## src/rtl/wdt_map.svh

```systemverilog
// Register map, field positions, widths and timing figures of the watchdog timebase.
`ifndef WDT_MAP_SVH
`define WDT_MAP_SVH

// Word indices of the registers (byte address is four times the index).
`define WDT_IDX_CLKDIV  6'h00
`define WDT_IDX_CTRL    6'h01
`define WDT_IDX_CMD     6'h02
`define WDT_IDX_STATUS  6'h03
`define WDT_IDX_IRQCLR  6'h04
`define WDT_IDX_IRQEN   6'h05
`define WDT_IDX_COUNT   6'h06

// Clock divider register fields.
`define WDT_CD_SEL0     0
`define WDT_CD_SEL1     1
`define WDT_CD_EWIE     2
`define WDT_CD_EWF      3
`define WDT_CD_SEL2     4

// Control register fields.
`define WDT_CT_PSC_LSB  0
`define WDT_CT_PSC_MSB  3
`define WDT_CT_WDE      4
`define WDT_CT_WDIE     5
`define WDT_CT_TOF      7

// Command, status and interrupt fields.
`define WDT_CMD_RESTART 0
`define WDT_ST_EW       0
`define WDT_ST_TO       1

// Widths and limits.
`define WDT_CNT_W       22
`define WDT_PSC_MAX     4'h9
`define WDT_OSC_HZ      128000
`define WDT_EW_MIN_MS   16
`define WDT_TO_MIN_MS   32
`define WDT_EW_BASE     (`WDT_EW_MIN_MS * `WDT_OSC_HZ / 1000)

`endif

```

## src/rtl/wdt_pkg.sv

```systemverilog
// Types shared by the watchdog timebase modules.
`default_nettype none
`include "wdt_map.svh"
package wdt_pkg;

  typedef struct packed {
    logic [3:0] cnt;
    logic       tick;
  } wdt_div_state_s;

  typedef struct packed {
    logic                  sync1;
    logic                  sync2;
    logic                  prev;
    logic [2:0]            div_sel;
    logic                  ew_ien;
    logic                  ew_flag;
    logic [3:0]            psc;
    logic                  wde;
    logic                  wdie;
    logic                  to_flag;
    logic [1:0]            sts;
    logic [1:0]            ien;
    logic [`WDT_CNT_W-1:0] cnt;
    logic                  ack;
    logic [31:0]           dat;
    logic                  irq;
    logic                  rst_req;
  } wdt_state_s;

endpackage
`default_nettype wire

```

## src/rtl/wdt_clkdiv.sv

```systemverilog
// Odd-ratio divider that turns oscillator edges into counting-clock ticks.
`timescale 1ns/1ps
`default_nettype none
`include "wdt_map.svh"
module wdt_clkdiv (
  // Clock and reset
  input  wire logic       clk_i,
  input  wire logic       rst_i,
  // Oscillator edge and ratio
  input  wire logic       osc_edge_i,
  input  wire logic [2:0] sel_i,
  // Counting-clock tick
  output logic            tick_o
);

  wdt_pkg::wdt_div_state_s st_ff;
  wdt_pkg::wdt_div_state_s nxt_st;
  logic [3:0]              ratio;

  // Ratio 2*sel+1 gives 1, 3, 5 ... 15 without a table.
  assign ratio = {sel_i, 1'b1};

  always_comb begin
    nxt_st      = st_ff;
    nxt_st.tick = 1'b0;
    if (osc_edge_i) begin
      if (st_ff.cnt >= ratio - 4'h1) begin
        nxt_st.cnt  = 4'h0;
        nxt_st.tick = 1'b1;
      end else begin
        nxt_st.cnt = st_ff.cnt + 4'h1;
      end
    end
  end

  always_ff @(posedge clk_i) begin
    if (rst_i) begin
      st_ff <= '0;
    end else begin
      st_ff <= nxt_st;
    end
  end

  assign tick_o = st_ff.tick;

  div_ratio_a: assert property (@(posedge clk_i) disable iff (rst_i)
    (osc_edge_i && st_ff.cnt == ratio - 4'h1) |=> (tick_o && st_ff.cnt == 4'h0))
    else $error("divider did not tick at the selected ratio");

  div_no_early_a: assert property (@(posedge clk_i) disable iff (rst_i)
    (osc_edge_i && st_ff.cnt < ratio - 4'h1) |=> !tick_o)
    else $error("divider ticked before the ratio was reached");

endmodule
`default_nettype wire

```

## src/rtl/wdt_top.sv

```systemverilog
// Watchdog timebase: oscillator divider, prescaled time-out counter and Wishbone registers.
//
// Design decisions made here: the Wishbone slave port and the register addresses.
`timescale 1ns/1ps
`default_nettype none
`include "wdt_map.svh"
module wdt_top #(
  parameter int EW_BASE_CYCLES = `WDT_EW_BASE
) (
  // Clock and reset
  input  wire logic        clk_i,
  input  wire logic        rst_i,
  // Oscillator pin
  input  wire logic        osc128_i,
  // Wishbone slave
  input  wire logic        wb_cyc_i,
  input  wire logic        wb_stb_i,
  input  wire logic        wb_we_i,
  input  wire logic [7:0]  wb_adr_i,
  input  wire logic [3:0]  wb_sel_i,
  input  wire logic [31:0] wb_dat_i,
  output logic [31:0]      wb_dat_o,
  output logic             wb_ack_o,
  // Watchdog outputs
  output logic             irq_o,
  output logic             sys_rst_req_o,
  output logic             early_warning_flag_o,
  output logic             timeout_flag_o
);

  wdt_pkg::wdt_state_s   st_ff;
  wdt_pkg::wdt_state_s   nxt_st;
  logic                  osc_edge;
  logic                  tick;
  logic                  req;
  logic                  wr;
  logic [5:0]            idx;
  logic                  restart;
  logic                  running;
  logic [`WDT_CNT_W-1:0] lim;
  logic                  ew_hit;
  logic                  fin_hit;
  logic [31:0]           rdata;

  // Reserved codes are clamped to the longest interval so a stray write cannot shorten it.
  function automatic logic [`WDT_CNT_W-1:0] ew_limit(input logic [3:0] code);
    logic [3:0] c;
    c = (code > `WDT_PSC_MAX) ? `WDT_PSC_MAX : code;
    return `WDT_CNT_W'(EW_BASE_CYCLES) << c;
  endfunction

  // The first synchroniser stage feeds only the second; the edge is taken after it.
  assign osc_edge = st_ff.sync2 & ~st_ff.prev;

  wdt_clkdiv u_clkdiv (
    .clk_i      (clk_i),
    .rst_i      (rst_i),
    .osc_edge_i (osc_edge),
    .sel_i      (st_ff.div_sel),
    .tick_o     (tick)
  );

  assign req     = wb_cyc_i & wb_stb_i & ~st_ff.ack;
  assign wr      = req & wb_we_i & wb_sel_i[0];
  assign idx     = wb_adr_i[7:2];
  assign restart = wr && idx == `WDT_IDX_CMD && wb_dat_i[`WDT_CMD_RESTART];
  assign running = st_ff.wde | st_ff.wdie;
  assign lim     = ew_limit(st_ff.psc);
  assign ew_hit  = tick && running && !restart && st_ff.cnt == lim - `WDT_CNT_W'(1);
  assign fin_hit = tick && running && !restart && st_ff.cnt == (lim << 1) - `WDT_CNT_W'(1);

  always_comb begin
    rdata = 32'h0;
    case (idx)
      `WDT_IDX_CLKDIV: begin
        rdata[`WDT_CD_SEL0] = st_ff.div_sel[0];
        rdata[`WDT_CD_SEL1] = st_ff.div_sel[1];
        rdata[`WDT_CD_SEL2] = st_ff.div_sel[2];
        rdata[`WDT_CD_EWIE] = st_ff.ew_ien;
        rdata[`WDT_CD_EWF]  = st_ff.ew_flag;
      end
      `WDT_IDX_CTRL: begin
        rdata[`WDT_CT_PSC_MSB:`WDT_CT_PSC_LSB] = st_ff.psc;
        rdata[`WDT_CT_WDE]  = st_ff.wde;
        rdata[`WDT_CT_WDIE] = st_ff.wdie;
        rdata[`WDT_CT_TOF]  = st_ff.to_flag;
      end
      `WDT_IDX_STATUS: rdata[`WDT_ST_TO:`WDT_ST_EW] = st_ff.sts;
      `WDT_IDX_IRQEN:  rdata[`WDT_ST_TO:`WDT_ST_EW] = st_ff.ien;
      `WDT_IDX_COUNT:  rdata[`WDT_CNT_W-1:0] = st_ff.cnt;
      default:         rdata = 32'h0;
    endcase
  end

  always_comb begin
    nxt_st         = st_ff;
    nxt_st.sync1   = osc128_i;
    nxt_st.sync2   = st_ff.sync1;
    nxt_st.prev    = st_ff.sync2;
    nxt_st.ack     = req;
    nxt_st.rst_req = 1'b0;
    if (req) begin
      nxt_st.dat = rdata;
    end
    // Software writes first, so hardware events below win over a clear in the same cycle.
    if (wr) begin
      case (idx)
        `WDT_IDX_CLKDIV: begin
          nxt_st.div_sel = {wb_dat_i[`WDT_CD_SEL2], wb_dat_i[`WDT_CD_SEL1],
                            wb_dat_i[`WDT_CD_SEL0]};
          nxt_st.ew_ien  = wb_dat_i[`WDT_CD_EWIE];
          if (wb_dat_i[`WDT_CD_EWF]) begin
            nxt_st.ew_flag = 1'b0;
          end
        end
        `WDT_IDX_CTRL: begin
          nxt_st.psc  = wb_dat_i[`WDT_CT_PSC_MSB:`WDT_CT_PSC_LSB];
          nxt_st.wde  = wb_dat_i[`WDT_CT_WDE];
          nxt_st.wdie = wb_dat_i[`WDT_CT_WDIE];
          if (wb_dat_i[`WDT_CT_TOF]) begin
            nxt_st.to_flag = 1'b0;
          end
        end
        `WDT_IDX_IRQCLR: nxt_st.sts = st_ff.sts & ~wb_dat_i[`WDT_ST_TO:`WDT_ST_EW];
        `WDT_IDX_IRQEN:  nxt_st.ien = wb_dat_i[`WDT_ST_TO:`WDT_ST_EW];
        default: begin
        end
      endcase
    end
    // Stopped mode holds the counter at zero so enabling always starts a full interval.
    if (restart || !running) begin
      nxt_st.cnt = '0;
    end else if (tick) begin
      nxt_st.cnt = fin_hit ? '0 : st_ff.cnt + `WDT_CNT_W'(1);
    end
    if (ew_hit) begin
      nxt_st.sts[`WDT_ST_EW] = 1'b1;
      if (st_ff.ew_ien) begin
        nxt_st.ew_flag = 1'b1;
      end
    end
    if (fin_hit) begin
      nxt_st.sts[`WDT_ST_TO] = 1'b1;
      if (st_ff.wdie) begin
        nxt_st.to_flag = 1'b1;
      end
      // With both enables set the first expiry only interrupts and drops into reset mode.
      if (st_ff.wde && st_ff.wdie) begin
        nxt_st.wdie = 1'b0;
      end else if (st_ff.wde) begin
        nxt_st.rst_req = 1'b1;
      end
    end
    nxt_st.irq = |(nxt_st.sts & nxt_st.ien);
  end

  always_ff @(posedge clk_i) begin
    if (rst_i) begin
      st_ff <= '0;
    end else begin
      st_ff <= nxt_st;
    end
  end

  assign wb_dat_o             = st_ff.dat;
  assign wb_ack_o             = st_ff.ack;
  assign irq_o                = st_ff.irq;
  assign sys_rst_req_o        = st_ff.rst_req;
  assign early_warning_flag_o = st_ff.ew_flag;
  assign timeout_flag_o       = st_ff.to_flag;

  ack_single_a: assert property (@(posedge clk_i) disable iff (rst_i)
    (wb_cyc_i && wb_stb_i && !wb_ack_o) |=> wb_ack_o ##1 !wb_ack_o)
    else $error("bus answer not a single cycle after the request");

  sel_readback_a: assert property (@(posedge clk_i) disable iff (rst_i)
    (wr && idx == `WDT_IDX_CLKDIV) |=> st_ff.div_sel ==
      {$past(wb_dat_i[`WDT_CD_SEL2]), $past(wb_dat_i[`WDT_CD_SEL1]), $past(wb_dat_i[`WDT_CD_SEL0])})
    else $error("divider selector not stored at its bit positions");

  ew_at_limit_a: assert property (@(posedge clk_i) disable iff (rst_i)
    (tick && running && !restart && st_ff.psc == 4'h0 && st_ff.cnt == `WDT_CNT_W'(EW_BASE_CYCLES - 1))
      |=> st_ff.sts[`WDT_ST_EW])
    else $error("early warning missing at the base interval");

  final_wrap_a: assert property (@(posedge clk_i) disable iff (rst_i)
    (tick && running && !restart && st_ff.cnt == (ew_limit(st_ff.psc) << 1) - `WDT_CNT_W'(1))
      |=> (st_ff.cnt == '0 && st_ff.sts[`WDT_ST_TO]))
    else $error("final time-out not taken at twice the early-warning count");

  restart_zero_a: assert property (@(posedge clk_i) disable iff (rst_i)
    restart |=> st_ff.cnt == '0)
    else $error("restart did not clear the counter");

  ew_flag_gate_a: assert property (@(posedge clk_i) disable iff (rst_i)
    (!early_warning_flag_o && !st_ff.ew_ien) |=> !early_warning_flag_o)
    else $error("early-warning flag set with its enable off");

  reset_mode_a: assert property (@(posedge clk_i) disable iff (rst_i)
    (fin_hit && st_ff.wde && !st_ff.wdie) |=> (sys_rst_req_o ##1 !sys_rst_req_o))
    else $error("reset request not a one-cycle pulse after final time-out");

  irq_mode_a: assert property (@(posedge clk_i) disable iff (rst_i)
    (fin_hit && st_ff.wdie) |=> (timeout_flag_o && !sys_rst_req_o))
    else $error("time-out flag missing in interrupt mode");

  irq_level_a: assert property (@(posedge clk_i) disable iff (rst_i)
    $rose(st_ff.sts[`WDT_ST_TO]) && st_ff.ien[`WDT_ST_TO] |-> irq_o)
    else $error("enabled status bit did not raise the interrupt");

  both_mode_a: assert property (@(posedge clk_i) disable iff (rst_i)
    (fin_hit && st_ff.wde && st_ff.wdie) |=> (!st_ff.wdie && timeout_flag_o && !sys_rst_req_o))
    else $error("interrupt-and-reset mode did not fall back to reset mode");

  ew_flag_set_a: assert property (@(posedge clk_i) disable iff (rst_i)
    (ew_hit && st_ff.ew_ien) |=> early_warning_flag_o)
    else $error("early-warning flag not set at the first time-out");

  tick_count_a: assert property (@(posedge clk_i) disable iff (rst_i)
    (tick && running && !restart && !fin_hit) |=> st_ff.cnt == $past(st_ff.cnt) + `WDT_CNT_W'(1))
    else $error("counter did not advance on a counting-clock tick");

  // Stopped mode must not age the counter, or a later enable would give a short first interval.
  stopped_hold_a: assert property (@(posedge clk_i) disable iff (rst_i)
    !running |=> st_ff.cnt == '0)
    else $error("counter moved while the watchdog was stopped");

endmodule
`default_nettype wire

```

## config.mk

```make
export PLATFORM = sky130hd
export DESIGN_NAME = wdt_top
export DESIGN_NICKNAME = d
export VERILOG_FILES = /design/src/rtl/wdt_pkg.sv /design/src/rtl/wdt_clkdiv.sv /design/src/rtl/wdt_top.sv
export VERILOG_INCLUDE_DIRS = /design/src /design/src/rtl
export SDC_FILE = /design/constraint.sdc
export NUM_CORES = 1
export LEC_CHECK = 0
export BUFFER_PORTS_ARGS = -buffer_cell sky130_fd_sc_hd__buf_2
export CORE_UTILIZATION = 45
export DETAILED_ROUTE_END_ITERATION = 8
export PLACE_DENSITY = 0.74
export SLEW_MARGIN = 20
export SYNTH_ARGS = -nofsm -noshare
export SYNTH_HDL_FRONTEND = slang
export SYNTH_SLANG_ARGS = --single-unit
```

## constraint.sdc

```tcl
create_clock -name clk_i -period 5.95 [get_ports clk_i]
set_clock_uncertainty 0.05 [all_clocks]
set_input_delay 0.595 -clock clk_i [delete_from_list [all_inputs] [get_ports clk_i]]
set_output_delay 0.595 -clock clk_i [all_outputs]
set_load 0.01 [all_outputs]
```

## Word level (Yosys, flattened, before mapping)

Cells that the tools add are included.
Widths: inputs -> output; s select.

- $add $sub $neg: 5
- $lt $le $gt $ge: 2
- Equal/unequal tests: 8
- Shift operators: 1
- Muxes and demuxes: 24
- Bitwise gates (word level): 13
- Reduce and logical (&&, ||, !) cells: 17

Operators by type and width:

| cell | number |
|---|---|
| $eq 22x22->1 | 2 |
| $sub 22x1->22 const B | 2 |
| $add 22x1->22 const B | 1 |
| $mux 22 | 1 |
| $shl 12x4->22 const A | 1 |
| $eq 6x3->1 const B | 3 |
| $mux 14 | 1 |
| $eq 6x2->1 const B | 2 |
| $mux 12 | 1 |
| $mux 1 | 11 |
| $pmux 2 s5 | 1 |
| $pmux 3 s3 | 1 |
| $mux 4 | 2 |
| $logic_and 1x1->1 | 7 |
| $mux 7 | 1 |
| $eq 6x1->1 const B | 1 |
| $logic_not 6->1 | 1 |
| $reduce_or 2->1 | 3 |
| $and 1x1->1 | 5 |
| $add 4x1->4 const B | 1 |
| $and 2x2->2 | 2 |
| $ge 4x4->1 | 1 |
| $gt 4x4->1 const B | 1 |
| $mux 2 | 2 |
| 10 further kinds | 16 |

- Flip-flop bits (word level): 71
- Output and inout bits: 37
- Logic and storage cells: 89

## Longest topological paths before layout

- Depth in word-level cells: 12
- Mapped depth: 13
- Depth with buffers taken out: 9

## Modules after synthesis

From an unflattened synthesis, not the netlist that was laid out.

- Cells, all modules: 468
- Area total of the unflattened synthesis: 3960.0 um2

Modules (own cells, without submodules):

| module | instances | cells an instance | area each (um2) | sequential area each (um2) |
|---|---|---|---|---|
| wdt_top | 1 | 434 | 3668.5 | 1321.3 |
| wdt_clkdiv | 1 | 34 | 291.5 | 100.1 |

## Least setup slack after synthesis

OpenSTA, ideal clock, no wires.

- Path kind: register -> register
- From: reg st_ff[65] (netlist bit)
- To: reg st_ff[47] (netlist bit)
- Library setup time: 0.115 ns
- Arrival: 2.815 ns
- Data required time: 5.785 ns
- Slack: 2.970 ns
- Cell stages (with the launch flop): 11
- Path buffers: 2
- Clock period less this slack: 2.980 ns
- Cells stage by stage: dfxtp_1 > clkbuf_1 > or4_1 > ha_1 > xnor2_1 > xnor2_1 > or4_4 > a2111oi_4 > a31o_4 > buf_4 > nor2_1

- Longest elaborated chain between the ends: 7

Ends and longest elaborated chain:

| item | RTL line | source |
|---|---|---|
| start: declaration | wdt_top.sv:31 | `wdt_pkg::wdt_state_s st_ff;` |
| start signal: assignment | wdt_top.sv:161 | `st_ff <= nxt_st;` |
| $gt 4x4->1 (no line) | n/a |  |
| $mux 4 (*) | wdt_top.sv:48 | `` c = (code > `WDT_PSC_MAX) ? `WDT_PSC_MAX : code; `` |
| $shl 12x4->22 (no line) (*) | n/a |  |
| $sub 22x1->22 (*) | wdt_top.sv:70 | `` assign fin_hit = tick && running && !restart && st_ff.cnt == (lim << 1) - `WDT_CNT_W'(1); `` |
| $eq 22x22->1 (*) | wdt_top.sv:70 |  |
| $logic_and 1x1->1 (*) | wdt_top.sv:70 |  |
| $mux 22 (*) | wdt_top.sv:134 | `` nxt_st.cnt = fin_hit ? '0 : st_ff.cnt + `WDT_CNT_W'(1); `` |

Every way passes the cells marked *; elsewhere a longest branch is shown, timed or not.
A chain may end at the register's enable or synchronous reset.

## Worst setup path after layout

- From: reg st_ff[67] (netlist bit)
- To: reg st_ff (netlist bit irq_o)

- Longest elaborated chain between the ends: 9
- Elaborated cells on any way between the ends: 13

Ends and longest elaborated chain:

| item | RTL line | source |
|---|---|---|
| $gt 4x4->1 (no line) | n/a |  |
| $mux 4 (*) | wdt_top.sv:48 |  |
| $shl 12x4->22 (no line) (*) | n/a |  |
| $sub 22x1->22, on equally long branches | wdt_top.sv:69, wdt_top.sv:70 |  |
| $eq 22x22->1, on equally long branches | wdt_top.sv:69, wdt_top.sv:70 |  |
| $logic_and 1x1->1, on equally long branches | wdt_top.sv:69, wdt_top.sv:70 |  |
| $mux 1 / $mux 3 (equally long branches) | wdt_top.sv:136, wdt_top.sv:142 |  |
| $and 2x2->2 (*) | wdt_top.sv:154 | `nxt_st.irq = \|(nxt_st.sts & nxt_st.ien);` |
| $reduce_or 2->1 (*) | wdt_top.sv:154 |  |

Marks and branches as above.

==> metrics <==
top cells by count, synth dfxtp_1, nor2_1, nand2_1; maximum number of pins on one net before global-route repair 48; worst-case vdd ir drop approximately 0.17 mV; Final Worst Setup Slack 2440 ps; routed vias 3159; Critical Setup Path Class reg -> reg; detailed-route vias per instance about 5.5; share of the synthesized area in compound gates (AO/OA/AOI/OAI) 12.9%; DRC violation total after the first TritonRoute iteration 155; core footprint 8180 um2; per-instance average area after synthesis ~8.2 um2; cell area after synthesis 3780 um2; predominant post-synthesis flop cell dfxtp_1; simple logic cell fraction of the synthesized area 24.9%; full die area 8780 um2; Worst Setup End Kind register; worst hold stages 1; row count 33; clk buf depth 2; multiplexer share of the synthesized area 4.07%; area share of xor/xnor cells in the synthesized design 7.18%; clock insertion delay at the later pin of the skew report 340 ps; post-cts gate resize count 0; CP Cell Sequence or4_1 > ha_1 > xnor2_1 > xnor2_1 > or4_4 > a2111oi_4 > a31oi_1 > o32ai_1; number of iterations in the first detailed-routing pass 5; cell family with the largest share of critical-path delay simple AND/OR/NAND/NOR gates; number of antenna violations at the first check in global routing 0; sink count of the clock tree 71; pre-CTS setup slack 2500 ps; leakage power 0.00159 uW; Slew Viols, Final 0; gate count after technology mapping 460; Final Wtd Congestion 0.852; number of I/O pins 87; count of inserted antenna diode cells 0; worst slew slack as a fraction of its limit around two fifths; first-pass GRT wire length about 13000 um; most frequent cell after synthesis dfxtp_1; Tightest Hold Check Type reg -> reg; Post-Layout Inst Area 4070 um2; setup violation total in the final timing report 0; part of the cycle the worst path needs 59.1%; count of antenna-violating nets left after detailed routing 0; overall fraction of global-route tracks in use around a fifth; remaining global-route overflow 0; hold bufs inserted after CTS 0; Reg clk slew, reported paths roughly 80 ps; Post-layout nets 521; FF/Latch Area around 1400 um2; number of flops mapped to enable cells by yosys 0; layout overhead on the synthesized area 7.54%; total half-perimeter wirelength after legalization and detailed placement 5670 um; R2R depth 8; Design Power 994 uW; transition time at the pin with the least slew margin 873 ps; Post-DP Area around 3800 um2; average detailed-routed wire length per instance 13.8 um; portion of the post-synthesis area used by sequential elements 37.6%; number of buffers inserted by port buffering 46; critical path required time between 6000 and 7000 ps; upper clock frequency limit 0.285 GHz; Post CTS Setup Buffer Count 0; dominant cells by area after synthesis dfxtp_1, buf_4, nor2_1, nand2_1, xor2_1; core utilization of the finished layout approximately 50%; number of buffer and inverter stages on the critical path 0; RSZ-0062 raised after global routing false; Die X 93.7 um; cell type with the largest total area after synthesis dfxtp_1; fraction of synthesis flops using an asynchronous set or reset pin 0%; Clock H-tree levels 3; share of the synthesized area in the top cell type a little under two fifths; root buffer cell clkbuf_8; fill count just under 800; Fin Setup TNS 0 ps; status finished, final reports clean; effective utilization at floorplan 46.3%; Synth Register Bits 71; via count of the first global-routing pass between 2000 and 3000; adder-cell share of the synthesized area 1.98%; arrival time reported for the critical path endpoint 3720 ps; final routed wirelength across all metal layers 7950 um; final hold vios 0; count of max-cap constraint violations 0; final critical path time including I/O delays and setup 3510 ps; TritonCTS clock tree yes; total power divided by cell area 244 nW/um2; fraction of final layout cells with drive strength greater than 1 16.2%; dominant combinational cell family by area after synthesis simple AND/OR/NAND/NOR gates; drc violations 0; Netlist cell types 54; stages on the worst setup path 8; critical path's largest stage delay 660 ps; footprint of the multi-input gates 1970 um2; startpoint type of the worst setup path register; critical path fanouts, max 18; synth warn 0; most frequent cell on the critical path xnor2_1; number of buffers created by CTS 9; y dimension of the die 93.7 um; highest-delay cell along the critical path or4_1
[per-stage QoR]
stage | instances | hold WS, ps
3_5_place_dp | 559 | 377
5_1_grt | 575 | 405
2_1_floorplan | 469 | 364
6_report | 575 | 394
4_1_cts | 575 | 401
3_3_place_gp | 559 | 375
[layer usage]
metal / wire length (um) / track usage [%] / share of wire, %
met1: 3440 / 23.3 / 43
met2: 3960 / 31.9 / 50
met3: 363 / 4.13 / 4.6
met4: 190 / 8.72 / 2.4
met5: 0 / 0 / 0
[area by class of cell]
class / count / share of cell area, %
multi-input combinational: 322 / 48.5
sequential: 71 / 34.9
timing repair buffer: 49 / 6.21
tap: 105 / 3.23
clock buffer: 9 / 3.05
clock inverter: 7 / 2.95
inverter: 12 / 1.11
[registers in the layout, indices dropped and copies added (netlist names)]
signal	cells
early_warning_flag_o	1
irq_o	1
nxt_st	2
st_ff	37
sys_rst_req_o	1
timeout_flag_o	1
u_clkdiv.st_ff	4
u_clkdiv.tick_o	1
wb_ack_o	1
wb_dat_o	22
[path summary, 6_finish.rpt]
kind	start	slack (ps)	endpoint
max	st_ff[67]	2440	irq_o
min	nxt_st[74]	390	nxt_st[73]
max reg2reg	st_ff[67]	2440	irq_o
min reg2reg	nxt_st[74]	390	nxt_st[73]
[cell families after synthesis]
kind of cell    count (synthesis)
compound gates                 69
xor+xnor                       31
fa+ha+maj                       6
buf+inv                        76
flops                          71
mux                            15
other cells                     1
simple gates                  191
[cells in the final DEF (no fill, tap or decap), types with 4 or more instances in the layout]
cell type	count
a211oi_1	4
a21oi_1	25
a31oi_1	5
and3_1	6
buf_2	46
clkbuf_8	9
conb_1	10
dfxtp_1	71
ha_1	6
inv_1	12
mux2i_1	12
nand2_1	44
nand3_1	26
nand4_1	10
nor2_1	58
nor2b_1	7
nor3_1	10
o21ai_0	8
or3_1	6
xnor2_1	13
xor2_1	18
[where the power goes]
part	internal, uW	switching [uW]	leakage, uW
Combinational	14.1	29.1	0.000895
Clock	280	189	0.000120
Sequential	479	2.76	0.000574
(Power assumes the default switching activity.)
